$ cat src/odsm_pkg.sv
// Constants shared by the output divider and switch matrix block
package odsm_pkg;
  localparam int NUM_DIV = 6;
  localparam int NUM_OUT = 6;
  localparam int NUM_PLL = 4;
  localparam logic [7:0] REG_INPUT_SOURCE = 8'h0b;
  localparam logic [7:0] REG_POWER_DOWN = 8'h0c;
  localparam logic [7:0] REG_CONTROL = 8'h0a;
  localparam logic [7:0] REG_DIV_BASE = 8'h0d;
  localparam logic [7:0] REG_DIV_LAST = 8'h12;
  localparam logic [7:0] REG_OUT_BASE = 8'h13;
  localparam logic [7:0] REG_OUT_LAST = 8'h18;
  localparam logic [7:0] REG_DSRC_BASE = 8'h09;
  // Field positions
  localparam int SRC_TYPE_HI = 7;
  localparam int SRC_TYPE_LO = 6;
  localparam int PD_BIT = 6;
  localparam int CLK_SEL_BIT = 4;
  localparam int CTLB_CFG_HI = 3;
  localparam int CTLB_CFG_LO = 2;
  localparam int CTLA_CFG_HI = 1;
  localparam int CTLA_CFG_LO = 0;
  localparam int ENABLE_BIT = 3;
  localparam int INVERT_BIT = 6;
  localparam int RATIO_W = 7;
  localparam int ROUTE_W = 3;
  // Source type codes
  typedef enum logic [1:0] {
    SRC_CRYSTAL = 2'h0,
    SRC_SINGLE = 2'h1,
    SRC_DIFF = 2'h2,
    SRC_RESERVED = 2'h3
  } odsm_src_t;
  // Control input B behaviour
  localparam logic [1:0] CTLB_LOW = 2'h0;
  localparam logic [1:0] CTLB_HIZ = 2'h1;
  // Divider source codes
  localparam logic [2:0] DSRC_BYPASS = 3'h0;
  localparam logic [2:0] DSRC_PLL1 = 3'h1;
  localparam logic [2:0] DSRC_PLL2 = 3'h2;
  localparam logic [2:0] DSRC_PLL2_SSC = 3'h3;
  localparam logic [2:0] DSRC_PLL3 = 3'h4;
  // Reset values
  localparam logic [7:0] RST_INPUT_SOURCE = 8'h00;
  localparam logic [7:0] RST_POWER_DOWN = 8'h00;
  localparam logic [7:0] RST_CONTROL = 8'h00;
  localparam logic [7:0] RST_OUT_CFG = 8'h3a;
  // Even divider in [6:4], odd divider in [2:0]: P0 from PLL2, P1 from PLL3, P2..P5 from PLL1
  localparam logic [7:0] RST_DSRC_01 = 8'h24;
  localparam logic [7:0] RST_DSRC_23 = 8'h11;
  localparam logic [7:0] RST_DSRC_45 = 8'h11;
  localparam logic [6:0] RST_RATIO [NUM_DIV] = '{7'h0a, 7'h14, 7'h08, 7'h09, 7'h20, 7'h04};
  localparam logic [2:0] ROUTE_DEFAULT = 3'h2;
  localparam logic [2:0] ROUTE_MAX = 3'h5;
  localparam logic [6:0] RATIO_ONE = 7'h01;
endpackage

$ cat src/odsm_divider.sv
// Single post-divider: counter cleared to zero once it reaches its ratio minus one
`timescale 1ns/1ps
module odsm_divider (
  input wire logic clk,
  input wire logic rst_n,
  input wire logic src_in,
  input wire logic [6:0] ratio,
  input wire logic run,
  output logic div_out
);
  logic [6:0] cnt_q;
  logic src_q;
  logic tog_q;
  logic rise;
  assign rise = src_in & ~src_q;

  always_ff @(posedge clk) begin
    if (!rst_n) begin
      src_q <= 1'b0;
    end else begin
      src_q <= src_in;
    end
  end

  // Counts source rising edges; output toggles across the ratio
  always_ff @(posedge clk) begin
    if (!rst_n || !run) begin
      cnt_q <= 7'h00;
      tog_q <= 1'b0;
    end else if (rise) begin
      if (cnt_q >= ratio - odsm_pkg::RATIO_ONE) begin
        cnt_q <= 7'h00;
        tog_q <= 1'b1;
      end else begin
        cnt_q <= cnt_q + odsm_pkg::RATIO_ONE;
        if (cnt_q >= (ratio >> 1) - odsm_pkg::RATIO_ONE) begin
          tog_q <= 1'b0;
        end
      end
    end
  end

  // Divide by one passes the source straight through
  always_ff @(posedge clk) begin
    if (!rst_n || !run) begin
      div_out <= 1'b0;
    end else if (ratio == odsm_pkg::RATIO_ONE) begin
      div_out <= src_in;
    end else begin
      div_out <= tog_q;
    end
  end
endmodule

$ cat src/odsm_top.sv
// Output divider and switch matrix of the clock synthesizer
`timescale 1ns/1ps
////////////////////////////////////////////////////////////////////////////////
// Functional notes
// - Source type 00 makes pin A the crystal input and pin B the crystal drive, and is the default.
// - Source type 01 treats both pins as single-ended and passes the one chosen by the clock select.
// - Source type 10 uses both pins as one differential input; code 11 is reserved.
// - The stored clock select bit is ignored for crystal or differential source types.
// - Bit 6 of the power-down byte selects normal operation at 0 (default) and power-down at 1.
// - Power-down stops the PLLs and input stage, floats all outputs, keeps registers and bus access.
// - Power-down wins over any float or force-low state asked by the control inputs.
// - Each of six post-dividers divides by its 7-bit ratio 1..127, reset ratios 10,20,8,9,32,4.
// - Each output's 3-bit selector routes post-divider 0..5; codes 110 and 111 are reserved.
// - After reset every output selector picks post-divider 2.
// - Each post-divider's source is bypass, PLL1, PLL2, PLL2 with spread, or PLL3.
// - Control input B low forces all outputs inactive (config 00) or floating (config 01); configs 10 and 11 leave them running.
module odsm_top (
  input wire logic CLOCK,
  input wire logic RSTN,
  input wire logic REG_WE,
  input wire logic [7:0] REG_ADDR,
  input wire logic [7:0] REG_WDATA,
  output logic [7:0] REG_RDATA,
  input wire logic CLOCK_PIN_A,
  input wire logic CLOCK_PIN_B,
  input wire logic CONTROL_INPUT_A,
  input wire logic CONTROL_INPUT_B,
  input wire logic [2:0] PLL_CLOCKS,
  input wire logic PLL2_SSC_CLOCK,
  output logic CRYSTAL_DRIVE,
  output logic INPUT_STAGE_RUN,
  output logic PLL_RUN,
  output logic [5:0] CLOCK_OUTPUTS,
  output logic [5:0] CLOCK_OUTPUTS_OE
);
  logic [7:0] input_source_q;
  logic [7:0] power_down_q;
  logic [7:0] control_q;
  logic [7:0] dsrc_q [3];
  logic [6:0] ratio_q [odsm_pkg::NUM_DIV];
  logic [7:0] out_cfg_q [odsm_pkg::NUM_OUT];
  logic [1:0] pin_a_s;
  logic [1:0] pin_b_s;
  logic [1:0] ctla_s;
  logic [1:0] ctlb_s;
  logic [1:0] pll_s [4];
  logic ref_clk;
  logic pd;
  logic [5:0] div_clk;
  logic [5:0] div_src;
  logic [5:0] routed;

  function automatic logic in_range(input logic [7:0] a, input logic [7:0] lo, input logic [7:0] hi);
    in_range = (a >= lo) && (a <= hi);
  endfunction

  function automatic logic [2:0] dsrc_field(input int i, input logic [7:0] b0, input logic [7:0] b1,
                                             input logic [7:0] b2);
    logic [7:0] b;
    b = (i < 2) ? b0 : ((i < 4) ? b1 : b2);
    dsrc_field = (i % 2 == 0) ? b[6:4] : b[2:0];
  endfunction

  ////////////////////////////////////////////////////////////////////////////////
  // Pin synchronisers; the first stage feeds only the second
  always_ff @(posedge CLOCK) begin
    if (!RSTN) begin
      pin_a_s <= 2'h0;
      pin_b_s <= 2'h0;
      ctla_s <= 2'h3;
      ctlb_s <= 2'h3;
    end else begin
      pin_a_s <= {pin_a_s[0], CLOCK_PIN_A};
      pin_b_s <= {pin_b_s[0], CLOCK_PIN_B};
      ctla_s <= {ctla_s[0], CONTROL_INPUT_A};
      ctlb_s <= {ctlb_s[0], CONTROL_INPUT_B};
    end
  end

  always_ff @(posedge CLOCK) begin
    if (!RSTN) begin
      for (int i = 0; i < 3; i++) begin
        pll_s[i] <= 2'h0;
      end
      pll_s[3] <= 2'h0;
    end else begin
      for (int i = 0; i < 3; i++) begin
        pll_s[i] <= {pll_s[i][0], PLL_CLOCKS[i]};
      end
      pll_s[3] <= {pll_s[3][0], PLL2_SSC_CLOCK};
    end
  end

  ////////////////////////////////////////////////////////////////////////////////
  // Register file; contents survive power-down and stay writable
  always_ff @(posedge CLOCK) begin
    if (!RSTN) begin
      input_source_q <= odsm_pkg::RST_INPUT_SOURCE;
      power_down_q <= odsm_pkg::RST_POWER_DOWN;
      control_q <= odsm_pkg::RST_CONTROL;
    end else if (REG_WE) begin
      if (REG_ADDR == odsm_pkg::REG_INPUT_SOURCE) begin
        input_source_q <= REG_WDATA;
      end
      if (REG_ADDR == odsm_pkg::REG_POWER_DOWN) begin
        power_down_q <= REG_WDATA;
      end
      if (REG_ADDR == odsm_pkg::REG_CONTROL) begin
        control_q <= REG_WDATA;
      end
    end
  end

  always_ff @(posedge CLOCK) begin
    if (!RSTN) begin
      dsrc_q[0] <= odsm_pkg::RST_DSRC_01;
      dsrc_q[1] <= odsm_pkg::RST_DSRC_23;
      dsrc_q[2] <= odsm_pkg::RST_DSRC_45;
    end else if (REG_WE && in_range(REG_ADDR, odsm_pkg::REG_DSRC_BASE, odsm_pkg::REG_DSRC_BASE + 8'h02)) begin
      dsrc_q[REG_ADDR[1:0] - odsm_pkg::REG_DSRC_BASE[1:0]] <= REG_WDATA;
    end
  end

  always_ff @(posedge CLOCK) begin
    if (!RSTN) begin
      for (int i = 0; i < odsm_pkg::NUM_DIV; i++) begin
        ratio_q[i] <= odsm_pkg::RST_RATIO[i];
      end
    end else if (REG_WE && in_range(REG_ADDR, odsm_pkg::REG_DIV_BASE, odsm_pkg::REG_DIV_LAST)) begin
      ratio_q[3'(REG_ADDR - odsm_pkg::REG_DIV_BASE)] <= REG_WDATA[6:0];
    end
  end

  always_ff @(posedge CLOCK) begin
    if (!RSTN) begin
      for (int i = 0; i < odsm_pkg::NUM_OUT; i++) begin
        out_cfg_q[i] <= odsm_pkg::RST_OUT_CFG;
      end
    end else if (REG_WE && in_range(REG_ADDR, odsm_pkg::REG_OUT_BASE, odsm_pkg::REG_OUT_LAST)) begin
      out_cfg_q[3'(REG_ADDR - odsm_pkg::REG_OUT_BASE)] <= REG_WDATA;
    end
  end

  // Read back; unmapped bytes read zero
  always_ff @(posedge CLOCK) begin
    if (!RSTN) begin
      REG_RDATA <= 8'h00;
    end else if (REG_ADDR == odsm_pkg::REG_INPUT_SOURCE) begin
      REG_RDATA <= input_source_q;
    end else if (REG_ADDR == odsm_pkg::REG_POWER_DOWN) begin
      REG_RDATA <= power_down_q;
    end else if (REG_ADDR == odsm_pkg::REG_CONTROL) begin
      REG_RDATA <= control_q;
    end else if (in_range(REG_ADDR, odsm_pkg::REG_DSRC_BASE, odsm_pkg::REG_DSRC_BASE + 8'h02)) begin
      REG_RDATA <= dsrc_q[REG_ADDR[1:0] - odsm_pkg::REG_DSRC_BASE[1:0]];
    end else if (in_range(REG_ADDR, odsm_pkg::REG_DIV_BASE, odsm_pkg::REG_DIV_LAST)) begin
      REG_RDATA <= {1'b0, ratio_q[3'(REG_ADDR - odsm_pkg::REG_DIV_BASE)]};
    end else if (in_range(REG_ADDR, odsm_pkg::REG_OUT_BASE, odsm_pkg::REG_OUT_LAST)) begin
      REG_RDATA <= out_cfg_q[3'(REG_ADDR - odsm_pkg::REG_OUT_BASE)];
    end else begin
      REG_RDATA <= 8'h00;
    end
  end

  ////////////////////////////////////////////////////////////////////////////////
  // Input stage
  assign pd = power_down_q[odsm_pkg::PD_BIT];

  always_comb begin
    case (odsm_pkg::odsm_src_t'(input_source_q[odsm_pkg::SRC_TYPE_HI:odsm_pkg::SRC_TYPE_LO]))
      odsm_pkg::SRC_CRYSTAL: ref_clk = pin_a_s[1];
      odsm_pkg::SRC_SINGLE: ref_clk = control_q[odsm_pkg::CLK_SEL_BIT] ? pin_b_s[1] : pin_a_s[1];
      odsm_pkg::SRC_DIFF: ref_clk = pin_a_s[1] & ~pin_b_s[1];
      default: ref_clk = 1'b0;
    endcase
  end

  // Crystal drive is the inverted input only in crystal mode outside power-down, held low otherwise
  always_ff @(posedge CLOCK) begin
    if (!RSTN) begin
      CRYSTAL_DRIVE <= 1'b0;
      INPUT_STAGE_RUN <= 1'b0;
      PLL_RUN <= 1'b0;
    end else begin
      CRYSTAL_DRIVE <= !pd && input_source_q[odsm_pkg::SRC_TYPE_HI:odsm_pkg::SRC_TYPE_LO] == odsm_pkg::SRC_CRYSTAL
                       && !pin_a_s[1];
      INPUT_STAGE_RUN <= !pd;
      PLL_RUN <= !pd;
    end
  end

  ////////////////////////////////////////////////////////////////////////////////
  // Divider sources and post-dividers
  always_comb begin
    for (int i = 0; i < odsm_pkg::NUM_DIV; i++) begin
      case (dsrc_field(i, dsrc_q[0], dsrc_q[1], dsrc_q[2]))
        odsm_pkg::DSRC_BYPASS: div_src[i] = ref_clk;
        odsm_pkg::DSRC_PLL1: div_src[i] = pll_s[0][1];
        odsm_pkg::DSRC_PLL2: div_src[i] = pll_s[1][1];
        odsm_pkg::DSRC_PLL2_SSC: div_src[i] = pll_s[3][1];
        odsm_pkg::DSRC_PLL3: div_src[i] = pll_s[2][1];
        default: div_src[i] = 1'b0;
      endcase
    end
  end

  genvar g;
  generate
    for (g = 0; g < odsm_pkg::NUM_DIV; g++) begin : gen_div
      odsm_divider u_div (
        .clk(CLOCK),
        .rst_n(RSTN),
        .src_in(div_src[g]),
        .ratio(ratio_q[g]),
        .run(!pd),
        .div_out(div_clk[g])
      );
    end
  endgenerate

  ////////////////////////////////////////////////////////////////////////////////
  // Output switch matrix and output control
  always_comb begin
    for (int i = 0; i < odsm_pkg::NUM_OUT; i++) begin
      if (out_cfg_q[i][2:0] <= odsm_pkg::ROUTE_MAX) begin
        routed[i] = div_clk[out_cfg_q[i][2:0]];
      end else begin
        routed[i] = 1'b0;
      end
    end
  end

  always_ff @(posedge CLOCK) begin
    if (!RSTN) begin
      CLOCK_OUTPUTS <= 6'h00;
      CLOCK_OUTPUTS_OE <= 6'h00;
    end else begin
      for (int i = 0; i < odsm_pkg::NUM_OUT; i++) begin
        if (pd) begin
          CLOCK_OUTPUTS[i] <= 1'b0;
          CLOCK_OUTPUTS_OE[i] <= 1'b0;
        end else if (!ctlb_s[1] && control_q[odsm_pkg::CTLB_CFG_HI:odsm_pkg::CTLB_CFG_LO] == odsm_pkg::CTLB_HIZ) begin
          CLOCK_OUTPUTS[i] <= 1'b0;
          CLOCK_OUTPUTS_OE[i] <= 1'b0;
        end else if ((!ctlb_s[1] && control_q[odsm_pkg::CTLB_CFG_HI:odsm_pkg::CTLB_CFG_LO] == odsm_pkg::CTLB_LOW)
                     || !out_cfg_q[i][odsm_pkg::ENABLE_BIT]) begin
          CLOCK_OUTPUTS[i] <= out_cfg_q[i][odsm_pkg::INVERT_BIT];
          CLOCK_OUTPUTS_OE[i] <= 1'b1;
        end else begin
          CLOCK_OUTPUTS[i] <= routed[i] ^ out_cfg_q[i][odsm_pkg::INVERT_BIT];
          CLOCK_OUTPUTS_OE[i] <= 1'b1;
        end
      end
    end
  end

  ////////////////////////////////////////////////////////////////////////////////
  // Checks
  logic [1:0] src_type;
  logic [1:0] ctlb_cfg;
  assign src_type = input_source_q[odsm_pkg::SRC_TYPE_HI:odsm_pkg::SRC_TYPE_LO];
  assign ctlb_cfg = control_q[odsm_pkg::CTLB_CFG_HI:odsm_pkg::CTLB_CFG_LO];

  // Input stage
  AST_XTAL_IGNORE: assert property (@(posedge CLOCK) disable iff (!RSTN)
    (src_type == odsm_pkg::SRC_CRYSTAL) |-> ref_clk == pin_a_s[1])
    else $error("clock select not ignored in crystal mode");
  AST_SINGLE_SEL: assert property (@(posedge CLOCK) disable iff (!RSTN)
    (src_type == odsm_pkg::SRC_SINGLE && control_q[odsm_pkg::CLK_SEL_BIT]) |-> ref_clk == pin_b_s[1])
    else $error("single-ended select wrong");
  AST_DIFF_SRC: assert property (@(posedge CLOCK) disable iff (!RSTN)
    (src_type == odsm_pkg::SRC_DIFF) |-> ref_clk == (pin_a_s[1] && !pin_b_s[1]))
    else $error("differential input not combined");
  AST_XTAL_DRIVE: assert property (@(posedge CLOCK) disable iff (!RSTN)
    (!pd && src_type == odsm_pkg::SRC_CRYSTAL) |=> CRYSTAL_DRIVE == !$past(pin_a_s[1]))
    else $error("crystal drive not the inverted input");
  AST_DRIVE_OFF: assert property (@(posedge CLOCK) disable iff (!RSTN)
    (pd || src_type != odsm_pkg::SRC_CRYSTAL) |=> !CRYSTAL_DRIVE)
    else $error("crystal drive active outside crystal mode");

  // Power-down
  AST_PD_BIT: assert property (@(posedge CLOCK) disable iff (!RSTN)
    (REG_WE && REG_ADDR == odsm_pkg::REG_POWER_DOWN && REG_WDATA[odsm_pkg::PD_BIT]) |=> ##1 !PLL_RUN)
    else $error("power-down bit not honoured");
  AST_RUN_ON: assert property (@(posedge CLOCK) disable iff (!RSTN)
    !pd |=> (PLL_RUN && INPUT_STAGE_RUN))
    else $error("clock path stopped in normal operation");
  AST_PD_FLOAT: assert property (@(posedge CLOCK) disable iff (!RSTN)
    pd |=> (CLOCK_OUTPUTS_OE == 6'h00))
    else $error("outputs driven in power-down");
  AST_PD_RUN: assert property (@(posedge CLOCK) disable iff (!RSTN)
    pd |=> (!PLL_RUN && !INPUT_STAGE_RUN))
    else $error("PLL running in power-down");
  AST_DIV_STOP: assert property (@(posedge CLOCK) disable iff (!RSTN)
    pd |=> div_clk == 6'h00)
    else $error("post-divider running in power-down");
  AST_REGS_KEPT: assert property (@(posedge CLOCK) disable iff (!RSTN)
    (pd && !REG_WE) |=> ($stable(input_source_q) && $stable(ratio_q[0]) && $stable(out_cfg_q[0])))
    else $error("register lost in power-down");
  AST_BUS_ALIVE: assert property (@(posedge CLOCK) disable iff (!RSTN)
    (pd && REG_ADDR == odsm_pkg::REG_POWER_DOWN) |=> REG_RDATA == $past(power_down_q))
    else $error("register read dead in power-down");
  AST_PD_PRIORITY: assert property (@(posedge CLOCK) disable iff (!RSTN)
    (pd && !ctlb_s[1]) |=> (CLOCK_OUTPUTS_OE == 6'h00 && CLOCK_OUTPUTS == 6'h00))
    else $error("control input overrode power-down");

  // Register file and switch matrix
  AST_RATIO_RESET: assert property (@(posedge CLOCK)
    !RSTN |=> ratio_q[2] == odsm_pkg::RST_RATIO[2])
    else $error("divider ratio reset value wrong");
  AST_RATIO_WRITE: assert property (@(posedge CLOCK) disable iff (!RSTN)
    (REG_WE && REG_ADDR == odsm_pkg::REG_DIV_BASE)
    |=> ratio_q[0] == $past(REG_WDATA[odsm_pkg::RATIO_W - 1:0]))
    else $error("divider ratio not stored");
  AST_ROUTE_RESET: assert property (@(posedge CLOCK)
    !RSTN |=> out_cfg_q[5][odsm_pkg::ROUTE_W - 1:0] == odsm_pkg::ROUTE_DEFAULT)
    else $error("output selector reset value wrong");
  AST_ROUTE_WRITE: assert property (@(posedge CLOCK) disable iff (!RSTN)
    (REG_WE && REG_ADDR == odsm_pkg::REG_OUT_BASE) |=> out_cfg_q[0] == $past(REG_WDATA))
    else $error("output selector not stored");
  AST_ROUTE: assert property (@(posedge CLOCK) disable iff (!RSTN)
    (!pd && ctlb_s[1] && out_cfg_q[1][odsm_pkg::ENABLE_BIT]
     && out_cfg_q[1][odsm_pkg::ROUTE_W - 1:0] <= odsm_pkg::ROUTE_MAX)
    |=> CLOCK_OUTPUTS[1] == ($past(div_clk[out_cfg_q[1][odsm_pkg::ROUTE_W - 1:0]])
                             ^ $past(out_cfg_q[1][odsm_pkg::INVERT_BIT])))
    else $error("switch matrix routing wrong");

  // Divider sources and divide by one
  AST_BYPASS_SRC: assert property (@(posedge CLOCK) disable iff (!RSTN)
    (dsrc_field(0, dsrc_q[0], dsrc_q[1], dsrc_q[2]) == odsm_pkg::DSRC_BYPASS) |-> div_src[0] == ref_clk)
    else $error("bypass source not the input clock");
  AST_PLL3_SRC: assert property (@(posedge CLOCK) disable iff (!RSTN)
    (dsrc_field(1, dsrc_q[0], dsrc_q[1], dsrc_q[2]) == odsm_pkg::DSRC_PLL3) |-> div_src[1] == pll_s[2][1])
    else $error("PLL3 source not selected");
  AST_PLL1_SRC: assert property (@(posedge CLOCK) disable iff (!RSTN)
    (dsrc_field(2, dsrc_q[0], dsrc_q[1], dsrc_q[2]) == odsm_pkg::DSRC_PLL1) |-> div_src[2] == pll_s[0][1])
    else $error("PLL1 source not selected");
  AST_DIV_ONE: assert property (@(posedge CLOCK) disable iff (!RSTN)
    (!pd && ratio_q[odsm_pkg::NUM_DIV - 1] == odsm_pkg::RATIO_ONE && $stable(ratio_q[odsm_pkg::NUM_DIV - 1]))
    |=> div_clk[odsm_pkg::NUM_DIV - 1] == $past(div_src[odsm_pkg::NUM_DIV - 1]))
    else $error("divide by one not a pass-through");

  // Control input B
  AST_CTLB_HIZ: assert property (@(posedge CLOCK) disable iff (!RSTN)
    (!pd && !ctlb_s[1] && ctlb_cfg == odsm_pkg::CTLB_HIZ) |=> CLOCK_OUTPUTS_OE == 6'h00)
    else $error("outputs not floated by control input");
  AST_CTLB_LOW: assert property (@(posedge CLOCK) disable iff (!RSTN)
    (!pd && !ctlb_s[1] && ctlb_cfg == odsm_pkg::CTLB_LOW && !out_cfg_q[0][odsm_pkg::INVERT_BIT])
    |=> (CLOCK_OUTPUTS[0] == 1'b0 && CLOCK_OUTPUTS_OE[0]))
    else $error("output not forced low");
  AST_OE_NORMAL: assert property (@(posedge CLOCK) disable iff (!RSTN)
    (!pd && ctlb_s[1]) |=> &CLOCK_OUTPUTS_OE)
    else $error("outputs floated without a request");
endmodule

$ cat config.mk
export PLATFORM = sky130hd
export DESIGN_NAME = odsm_top
export DESIGN_NICKNAME = d
export VERILOG_FILES = /design/src/odsm_pkg.sv /design/src/odsm_divider.sv /design/src/odsm_top.sv
export SDC_FILE = /design/constraint.sdc
export NUM_CORES = 1
export LEC_CHECK = 0
export BUFFER_PORTS_ARGS = -buffer_cell sky130_fd_sc_hd__buf_2
export CAP_MARGIN = 20
export CORE_MARGIN = 8
export CORE_UTILIZATION = 46
export CTS_BUF_LIST = sky130_fd_sc_hd__clkbuf_8
export CTS_CLUSTER_SIZE = 16
export DETAILED_ROUTE_END_ITERATION = 16
export SYNTH_ARGS = -nofsm -noshare
export SYNTH_HDL_FRONTEND = slang
export SYNTH_SLANG_ARGS = --single-unit
$ cat constraint.sdc
create_clock -name CLOCK -period 5.7 [get_ports CLOCK]
set_clock_uncertainty 0.2 [all_clocks]
set_input_delay 0.285 -clock CLOCK [delete_from_list [all_inputs] [get_ports CLOCK]]
set_output_delay 0.285 -clock CLOCK [all_outputs]
set_load 0.05 [all_outputs]
; Yosys cells after proc, flatten, opt, wreduce, memory -nomap -nowiden
; Memories as Yosys holds them, arrays and structs flattened.
; Cells that the tools add are included.
[word_totals]
reg_bits = 107
ram_bits = 122
inputBits = 27
mem_count = 4
[classes]
add_sub_neg = 21
n_lt_le_gt_ge = 30
eq_ne = 36
muxes = 88
bitwise = 25
reduce_logical = 54
[memory_table]
columns = memory, depth, word_bits, read_ports, rd_clocked_by_memory_dff, write_ports, line_no
row1 = out_cfg_q, 6, 8, 7, 0, 6, odsm_top.sv:41  ; logic [7:0] out_cfg_q [odsm_pkg::NUM_OUT];
row2 = ratio_q, 6, 7, 7, 0, 6, odsm_top.sv:40  ; logic [6:0] ratio_q [odsm_pkg::NUM_DIV];
row3 = dsrc_q, 3, 8, 4, 0, 3, odsm_top.sv:39  ; logic [7:0] dsrc_q [3];
row4 = pll_s, 4, 2, 4, 0, 4, odsm_top.sv:46  ; logic [1:0] pll_s [4];
[ops]
columns = cell, n
row1 = >= comparator 7 bit, 12
row2 = 2-to-1 mux 8 bit, 8
row3 = 2-to-1 mux 1 bit, 53
row4 = 2-to-1 mux 7 bit, 7
row5 = "adder 7 x 1 -> 7 bit, second input constant", 6
row6 = "equality test 7 x 1 -> 1 bit, second input constant", 6
row7 = "subtractor 6 x 1 -> 7 bit, second input constant", 6
row8 = "subtractor 7 x 1 -> 7 bit, second input constant", 6
row9 = "equality test 3 x 2 -> 1 bit, second input constant", 12
row10 = case mux 1 bit (5 select lines), 6
row11 = "equality test 8 x 4 -> 1 bit, second input constant", 3
row12 = "< comparator 3 x 4 -> 1 bit, second input constant", 6
row13 = binary-select mux 1 bit (select 3 bit), 6
row14 = "equality test 3 x 1 -> 1 bit, second input constant", 6
row15 = "equality test 3 bit, second input constant", 6
row16 = "<= comparator 3 bit, second input constant", 6
row17 = logical NOT 3 bit, 6
row18 = AND reduction 2 bit, 9
row19 = ">= comparator 8 x 4 -> 1 bit, second input constant", 2
row20 = "<= comparator 8 x 5 -> 1 bit, second input constant", 2
row21 = OR reduction 8 bit, 2
row22 = nonzero test 2 bit, 6
row23 = logical AND 1 bit, 10
row24 = logical NOT 1 bit, 10
row25 = 18 further kinds, 52

; Logic depth before layout (Yosys ltp)
; Gate-level depths: netlist of run 1.
[depth]
ltp_word = 8
mapped_depth = 12
ltp_nobuf = 12

; By module
; From an unflattened synthesis of run 1, not the netlist that was laid out.
[hier_totals]
hier_cells = 1465
hier_area_um2 = 15801.4
[by_module_without_submodules]
columns = mod, instances, cells_per_inst, area_each_um2
row1 = odsm_top, 1, 811, 9900.7
row2 = odsm_divider, 6, 109, 983.4

; Worst setup path after synthesis of run 1
; OpenSTA, ideal clock, no wires.
[synth_path]
path_kind = input to register
start = input port REG_ADDR[0]
end = memory ratio_q[4][0] (enable)
arrival_time_ns = 2.833
setup_slack_ns = 2.287
path_stages = 10
n_path_buf = 3
path_cell_list = buf_2 -> clkbuf_1 -> inv_1 -> ha_1 -> nand2b_1 -> clkbuf_1 -> nand2_1 -> a21o_1 -> or3_1 -> o21ai_0
[synth_lines]
columns = element, line_no
row1 = from (decl), odsm_top.sv:21  ; input wire logic [7:0] REG_ADDR,
row2 = to (decl), odsm_top.sv:40

==> qor.yml, run 1 <==
setup_tns_ps: 0
yosysWarnings: 0
cts.reportedPaths.clkPinSlew_ps: 70
firstDrtPassIters: 5
cpMostUsedCell: "nand2_1"
crit_required_ps: 5720
critPathBufInv: 3
via_per_inst: 5.63
cp_top_family: "simple AND/OR/NAND/NOR gates"
num-fill-cells: 2932
fmax_mhz: 297
clockBufferDepth: 3
fp.dieArea_sq_um: 38700
numCtsBuffers: 46
crit_type: "input pin to flop"
netlist_area_sq_um: 15000
slew_viol_final: 0
stdcell_count: 1962
num_rows: 66
ios: 50
drive_above_1_share_pct: 13.8
synthTopCellsByArea: "edfxtp_1, dfxtp_1, ha_1, mux4_2, nor2_1"
synth_fp_nets: 1562
first_global_vias: 10900
grtUsageTotal_pct: 20.2
pre_cts_ws_ps: 1860
antenna_found_initial: 2
path_max_fanout: 33
dpl.hpwl_mm: 28.4
arrival_ps: 3390
grt_max_degree: 34
finalWorstSetupSlack_ps: 2330
synthFlopType: "edfxtp_1"
synthTopCellsByCount: "edfxtp_1, nor2_1, nand2_1"
io_buffers: 48
cts_tree: "yes"
die_x_um: 197
ant_nets: 0
synth_cell_type_count: 69
grt_overflow: 0
fin_crit_ps: 3370
grt_setup_unrepaired: "false"
slew_headroom_pct: 30.3
antenna_cells: 0
worstMarginPinSlew_ps: 1040
crit_path_max_incr_delay_ps: 610
routabilityCongestion: 0.862
setup-violations-final: 0
syn_inst: 1415
cts_resized: 0
finalPower_mw: 4.38
insertion_delay_ps: 570
dp_cells: 1859
root_buffer: "clkbuf_8"
ys_seq_elements: 267
synth_edf_count: 152
clock-sinks: 267
hold_class: "input pin to flop"
yosysTopAreaCell: "edfxtp_1"
die_h_um: 197
post-route-drc-count: 0
finalNetCount: 1631
drt_wl_total_mm: 39.1
cp_cell_sequence: "dlygate4sd3_1, buf_2, buf_4, nand2_1, nor2_1, nand4_1, nand2_1"
ys_async_sr_fraction_pct: 0
avgSynthCellArea_sq_um: 10.6
p_leak_nw: 6.43
maxCapViolCount: 0
end_kind: "flop"
ys_seq_area_share_pct: 45.7
synthToLayoutAreaGrowth_pct: 11.4
hold_viol_final: 0
wl_per_cell_um: 19.9
core-area_sq_um: 32400
grt_pass1_wl_mm: 61.5
cp_slowest_cell: "nor2_1"
pwr_density_cell_nw_per_um2: 262
finalCritPeriodShare_pct: 59.1
start_kind: "input pin"
synth_top_area_share_pct: 30.4
vias: 11000
h-tree-depth: 2
peakVddDrop_mv: 0.195
drtIter0Drc: 936
yosysMostFrequentCell: "edfxtp_1"
start_util_pct: 46.4
status: "finished clean"
worst reg2reg max path: cells and delay by family, from the launching register on:
family	cells	cell delay, ps
flops	1	440
xor+xnor	1	160
compound gates	5	910
buf+inv	1	210
fa+ha+maj	2	520
simple gates	2	660
path summary, 6_finish.rpt:
kind                  from                        end  slack (ps)  cells after the start
max                   RSTN              ratio_q[0][6]        2330                      7
min reg2reg      ctlb_s[0]                  ctlb_s[1]         210                      1
max reg2reg  ratio_q[1][1]  gen_div[1].u_div.cnt_q[6]        2540                     11
min                 REG_WE          input_source_q[3]          40                      3
layout by cell type (no fill, tap or decap), types with 7 or more instances in the layout:
cell type	netlist	layout
inv_1	57	72
o21ai_0	37	37
clkbuf_8	0	52
nand4_1	14	14
mux4_2	44	44
clkinv_1	1	9
mux2_2	17	17
edfxtp_1	152	152
and2_1	38	38
nor3_1	25	25
dfxtp_1	115	115
nand2_1	131	131
a211oi_1	8	8
o22ai_1	7	7
nor4_1	10	10
mux2i_1	34	34
nor2_1	148	148
buf_2	14	49
a21boi_0	11	11
dlygate4sd3_1	0	17
nor2b_1	12	12
xnor2_1	50	50
nand2b_1	29	29
nand3_1	40	40
and3_1	16	16
or2_2	9	9
or3_1	16	16
o211ai_1	10	10
buf_4	7	14
xor2_1	42	42
a21oi_1	75	75
ha_1	120	119
power by group:
part	internal (mW)	switching [mW]	leakage (nW)
combinational	0.202	0.295	3.54
clock	0.924	0.784	0.518
sequential	2.10	0.0765	2.37
total	3.22	1.16	6.43
per-layer routing:
metal / vias to the layer above / global-route usage, % / part of all wire, %
li1: 5264 / - / -
met5: - / 0 / 0.020
met3: 79 / 3.27 / 6.1
met1: 5355 / 28.5 / 46
met4: 2 / 7.50 / 3.2
met2: 341 / 31.0 / 44
cell type report:
class	instances	area (sq um)	share of cell area (%)
timing repair buffer	80	520	3.11
clock inverter	32	184	1.10
multi-input combinational	1031	7680	45.9
clock buffer	52	716	4.28
inverter	58	218	1.30
sequential	267	6870	41.0
tap	442	553	3.30
flip-flops by register name, indices dropped and copies added, names as in the netlist:
register	cells
dsrc_q	32
gen_div.u_div.src_q	6
pin_b_s	2
CLOCK_OUTPUTS_OE	1
out_cfg_q	64
control_q	8
ctlb_s	2
PLL_RUN	1
gen_div.u_div.cnt_q	42
power_down_q	8
pin_a_s	2
gen_div.u_div.div_out	6
input_source_q	8
CLOCK_OUTPUTS	6
ratio_q	56
gen_div.u_div.tog_q	6
REG_RDATA	8
CRYSTAL_DRIVE	1
pll_s	8
per-stage QoR:
stage	cell area [sq um]	util [%]	hold WS, ps
2_1_floorplan	15000	-	184
4_1_cts	16700	51.7	13.9
6_report	16700	51.7	40.1
5_1_grt	16700	51.7	40.7
3_3_place_gp	15700	48.4	194
3_5_place_dp	15700	48.4	194
logic make-up after synthesis:
| logic type | share of synthesized area [%] |
|---|---|
| and+or+nand+nor | 16.5 |
| DFF | 45.7 |
| AOI/OAI and AO/OA | 9.10 |
| adders and majority gates | 9.99 |
| buffers and inverters | 3.22 |
| muxes | 10.1 |
| xor gates and xnor gates | 5.36 |
repair_timing:
| item | in CTS | in global routing |
|---|---|---|
| hold endpoints to repair | 40 | 0 |
| buffers inserted | 0 | 0 |
| hold buffers | 17 | 0 |
Note: power is estimated with default switching activity, not from simulation.
==> inputs of run 2 (changes only) <==
==> constraint.sdc (replaced) <==
create_clock -name CLOCK -period 3.55 [get_ports CLOCK]
set_clock_uncertainty 0.2 [all_clocks]
set_input_delay 0.1775 -clock CLOCK [delete_from_list [all_inputs] [get_ports CLOCK]]
set_output_delay 0.1775 -clock CLOCK [all_outputs]
set_load 0.05 [all_outputs]
==> qor.yml, run 2 (synthesis results as in run 1) <==
dp_cells: 1875  # +0.86%
arrival_ps: 3410  # +20 ps
num_rows: 66  # unchanged
pwr_density_cell_nw_per_um2: 416  # +59%
worstMarginPinSlew_ps: 1060  # +18.7 ps
reg2reg_from: "ratio_q[1][1]"
reg_top3: "out_cfg_q x64, ratio_q x56, gen_div.u_div.cnt_q x42"
final_common_cell: "edfxtp_1"
finalPower_mw: 7.00  # +60%
end_kind: "flop"
timing.rr.end: "gen_div[1].u_div.cnt_q[6]"
pwr-share-comb_pct: 11.5  # about the same
start_util_pct: 46.4  # unchanged
grtUsageTotal_pct: 20.2  # about the same
grt_overflow: 0  # unchanged
final_util_pct: 52.0  # +0.29 points
grt_max_degree: 33  # -2.9%
cts.reportedPaths.clkPinSlew_ps: 60  # about the same
crit_type: "flop to flop"
finalCritPeriodShare_pct: 87.9
cts_tree: "yes"
worst_hold_slack_ps: 84.8  # +44.7 ps
firstDrtPassIters: 5  # unchanged
min-delay-start: "REG_ADDR[5]"
drive_above_1_share_pct: 14.4  # +0.58 points
slew_headroom_pct: 29.6  # -0.72 points
regMostFlops: "out_cfg_q"
cp_top_family: "compound AO/OA/AOI/OAI gates"
setup-violations-final: 0  # unchanged
layout_common_cells: "edfxtp_1, nor2_1, nand2_1"
hold_viol_final: 0  # unchanged
numCtsBuffers: 46  # unchanged
cts_resized: 0  # unchanged
slew_viol_final: 0  # unchanged
vias: 11000  # -0.62%
hold_class: "input pin to flop"
path_depth: 11  # +4
drt_wl_total_mm: 39.3  # +0.38%
critPathBufInv: 1  # -2
grt_pass1_wl_mm: 61.1  # -0.66%
peakVddDrop_mv: 0.310  # +59%
finalWorstSetupSlack_ps: 431  # -1900 ps
h-tree-depth: 2  # unchanged
grt_setup_unrepaired: "false"
pre_cts_ws_ps: 433  # -1430 ps
p_switching_mw: 1.88  # +63%
p_sw_share_pct: 26.9  # +0.44 points
clkPwrFrac_pct: 38.6  # -0.4 points
finalNetCount: 1646  # +0.92%
stdcell_count: 1977  # +0.76%
stdcell_area_sq_um: 16800  # +0.56%
cpMostUsedCell: "a21oi_1"
reg2regPathDepth: 11  # unchanged
first_global_vias: 10600  # -2.0%
routabilityCongestion: 0.872  # +1.2%
dpl.hpwl_mm: 28.4  # about the same
start_kind: "flop"
met1_usage_pct: 28.9  # +0.43 points
post-route-drc-count: 0  # unchanged
clockBufferDepth: 3  # unchanged
p_leak_nw: 6.51  # +1.2%
path_max_fanout: 10  # -70%
synthToLayoutAreaGrowth_pct: 12.0
cp-startpoint: "ratio_q[1][1]"
setup_tns_ps: 0  # unchanged
r2r_slack_ps: 430  # -2110 ps
die_h_um: 197  # unchanged
ant_nets: 0  # unchanged
antenna_cells: 0  # unchanged
pwr-share-seq_pct: 49.8  # +0.2 points
grt_use_met3_pct: 3.27  # unchanged
root_buffer: "clkbuf_8"
cp_slowest_cell: "or4_1"
io_buffers: 48  # unchanged
postPlaceCellArea_sq_um: 15800  # +0.77%
die_x_um: 197  # unchanged
crit_required_ps: 3840  # -1880 ps
intPower_mw: 5.12  # +59%
clock-sinks: 267  # unchanged
largest_reg_flops: 64  # unchanged
fp.dieArea_sq_um: 38700  # unchanged
fin_crit_ps: 3120
grt_busiest_layer: "met2"
maxCapViolCount: 0  # unchanged
cp_cell_sequence: "inv_1, ha_1, nand2_1, a21oi_1, xnor2_1, ha_1, a21o_1, a21oi_1, o21ai_1, or4_1, a21oi_1"
status: "finished clean"
fmax_mhz: 321
via_per_inst: 5.55  # -1.4%
core-area_sq_um: 32400  # unchanged
num-fill-cells: 2980  # +1.6%
drtIter0Drc: 747  # -20%
crit_path_max_incr_delay_ps: 520  # -90 ps
antenna_found_initial: 0  # -2
worst_setup_path_endpoint: "gen_div[1].u_div.cnt_q[6]"
grt_use_met2_pct: 31.3  # +0.30 points
ios: 50  # unchanged
insertion_delay_ps: 570  # about the same
wl_per_cell_um: 19.9  # -0.39%
[run 2: changes by cell type in the layout (fill, tap and decap cells not counted), moves of 2 or more]
| cell | delta |
|---|---|
| buf_4 | +15 |
| clkbuf_8 | -3 |
| clkinv_1 | -3 |
| clkinv_2 | -2 |
| inv_1 | +6 |
[run 2: cell type report]
class                           instances  area (sq um)  area share, %
Multi-Input combinational cell       1031          7680           45.6
Sequential cell                       267          6870           40.8
Clock buffer                           49           674           4.01
Timing Repair Buffer                   95           638           3.79
Tap cell                              442           553           3.29
Inverter                               58           218           1.29
Clock inverter                         35           201           1.20
[run 2: routing by layer]
layer / up-vias / part of all wire, %
li1: 5275 / -
met1: 5284 / 46
met2: 355 / 45
met3: 58 / 6.8
met4: 0 / 2.2
met5: - / 0
[run 2: worst register-to-register path: cells and delay by family, from the launching register on]
kind                     cells  cell delay [ps]
AO/OA/AOI/OAI                5              890
XOR/XNOR                     1              150
adder cells (fa/ha/maj)      2              510
buffers and inverters        1              210
flip-flops                   1              440
AND/OR/NAND/NOR              2              630
[run 2: how the worst min path moves through the flow]
stage | end | slack, ps | cells past startpoint
after floorplan | dsrc_q[3][0] | 80 | 0
after global placement | ctlb_s[0] | 180 | 2
after detailed placement | ctlb_s[0] | 180 | 2
after CTS | REG_RDATA[6] | 50 | 7
after global routing | REG_RDATA[6] | 120 | 7
final | REG_RDATA[6] | 80 | 7
[run 2: timing repair]
action | in CTS | in global routing
buffers inserted | 0 | 0
hold buffers | 18 | 0
endpoints found under the hold margin | 79 | 0
[run 2: power by group through the flow]
stage / registers (mW) / logic, mW / clock network (mW)
after CTS: 3.48 / 0.808 / 2.78
after detailed placement: 3.55 / 0.788 / 0
after floorplan: 3.52 / 0.546 / 0
after global placement: 3.55 / 0.777 / 0
after global routing: 3.50 / 0.886 / 2.91
final: 3.49 / 0.808 / 2.70
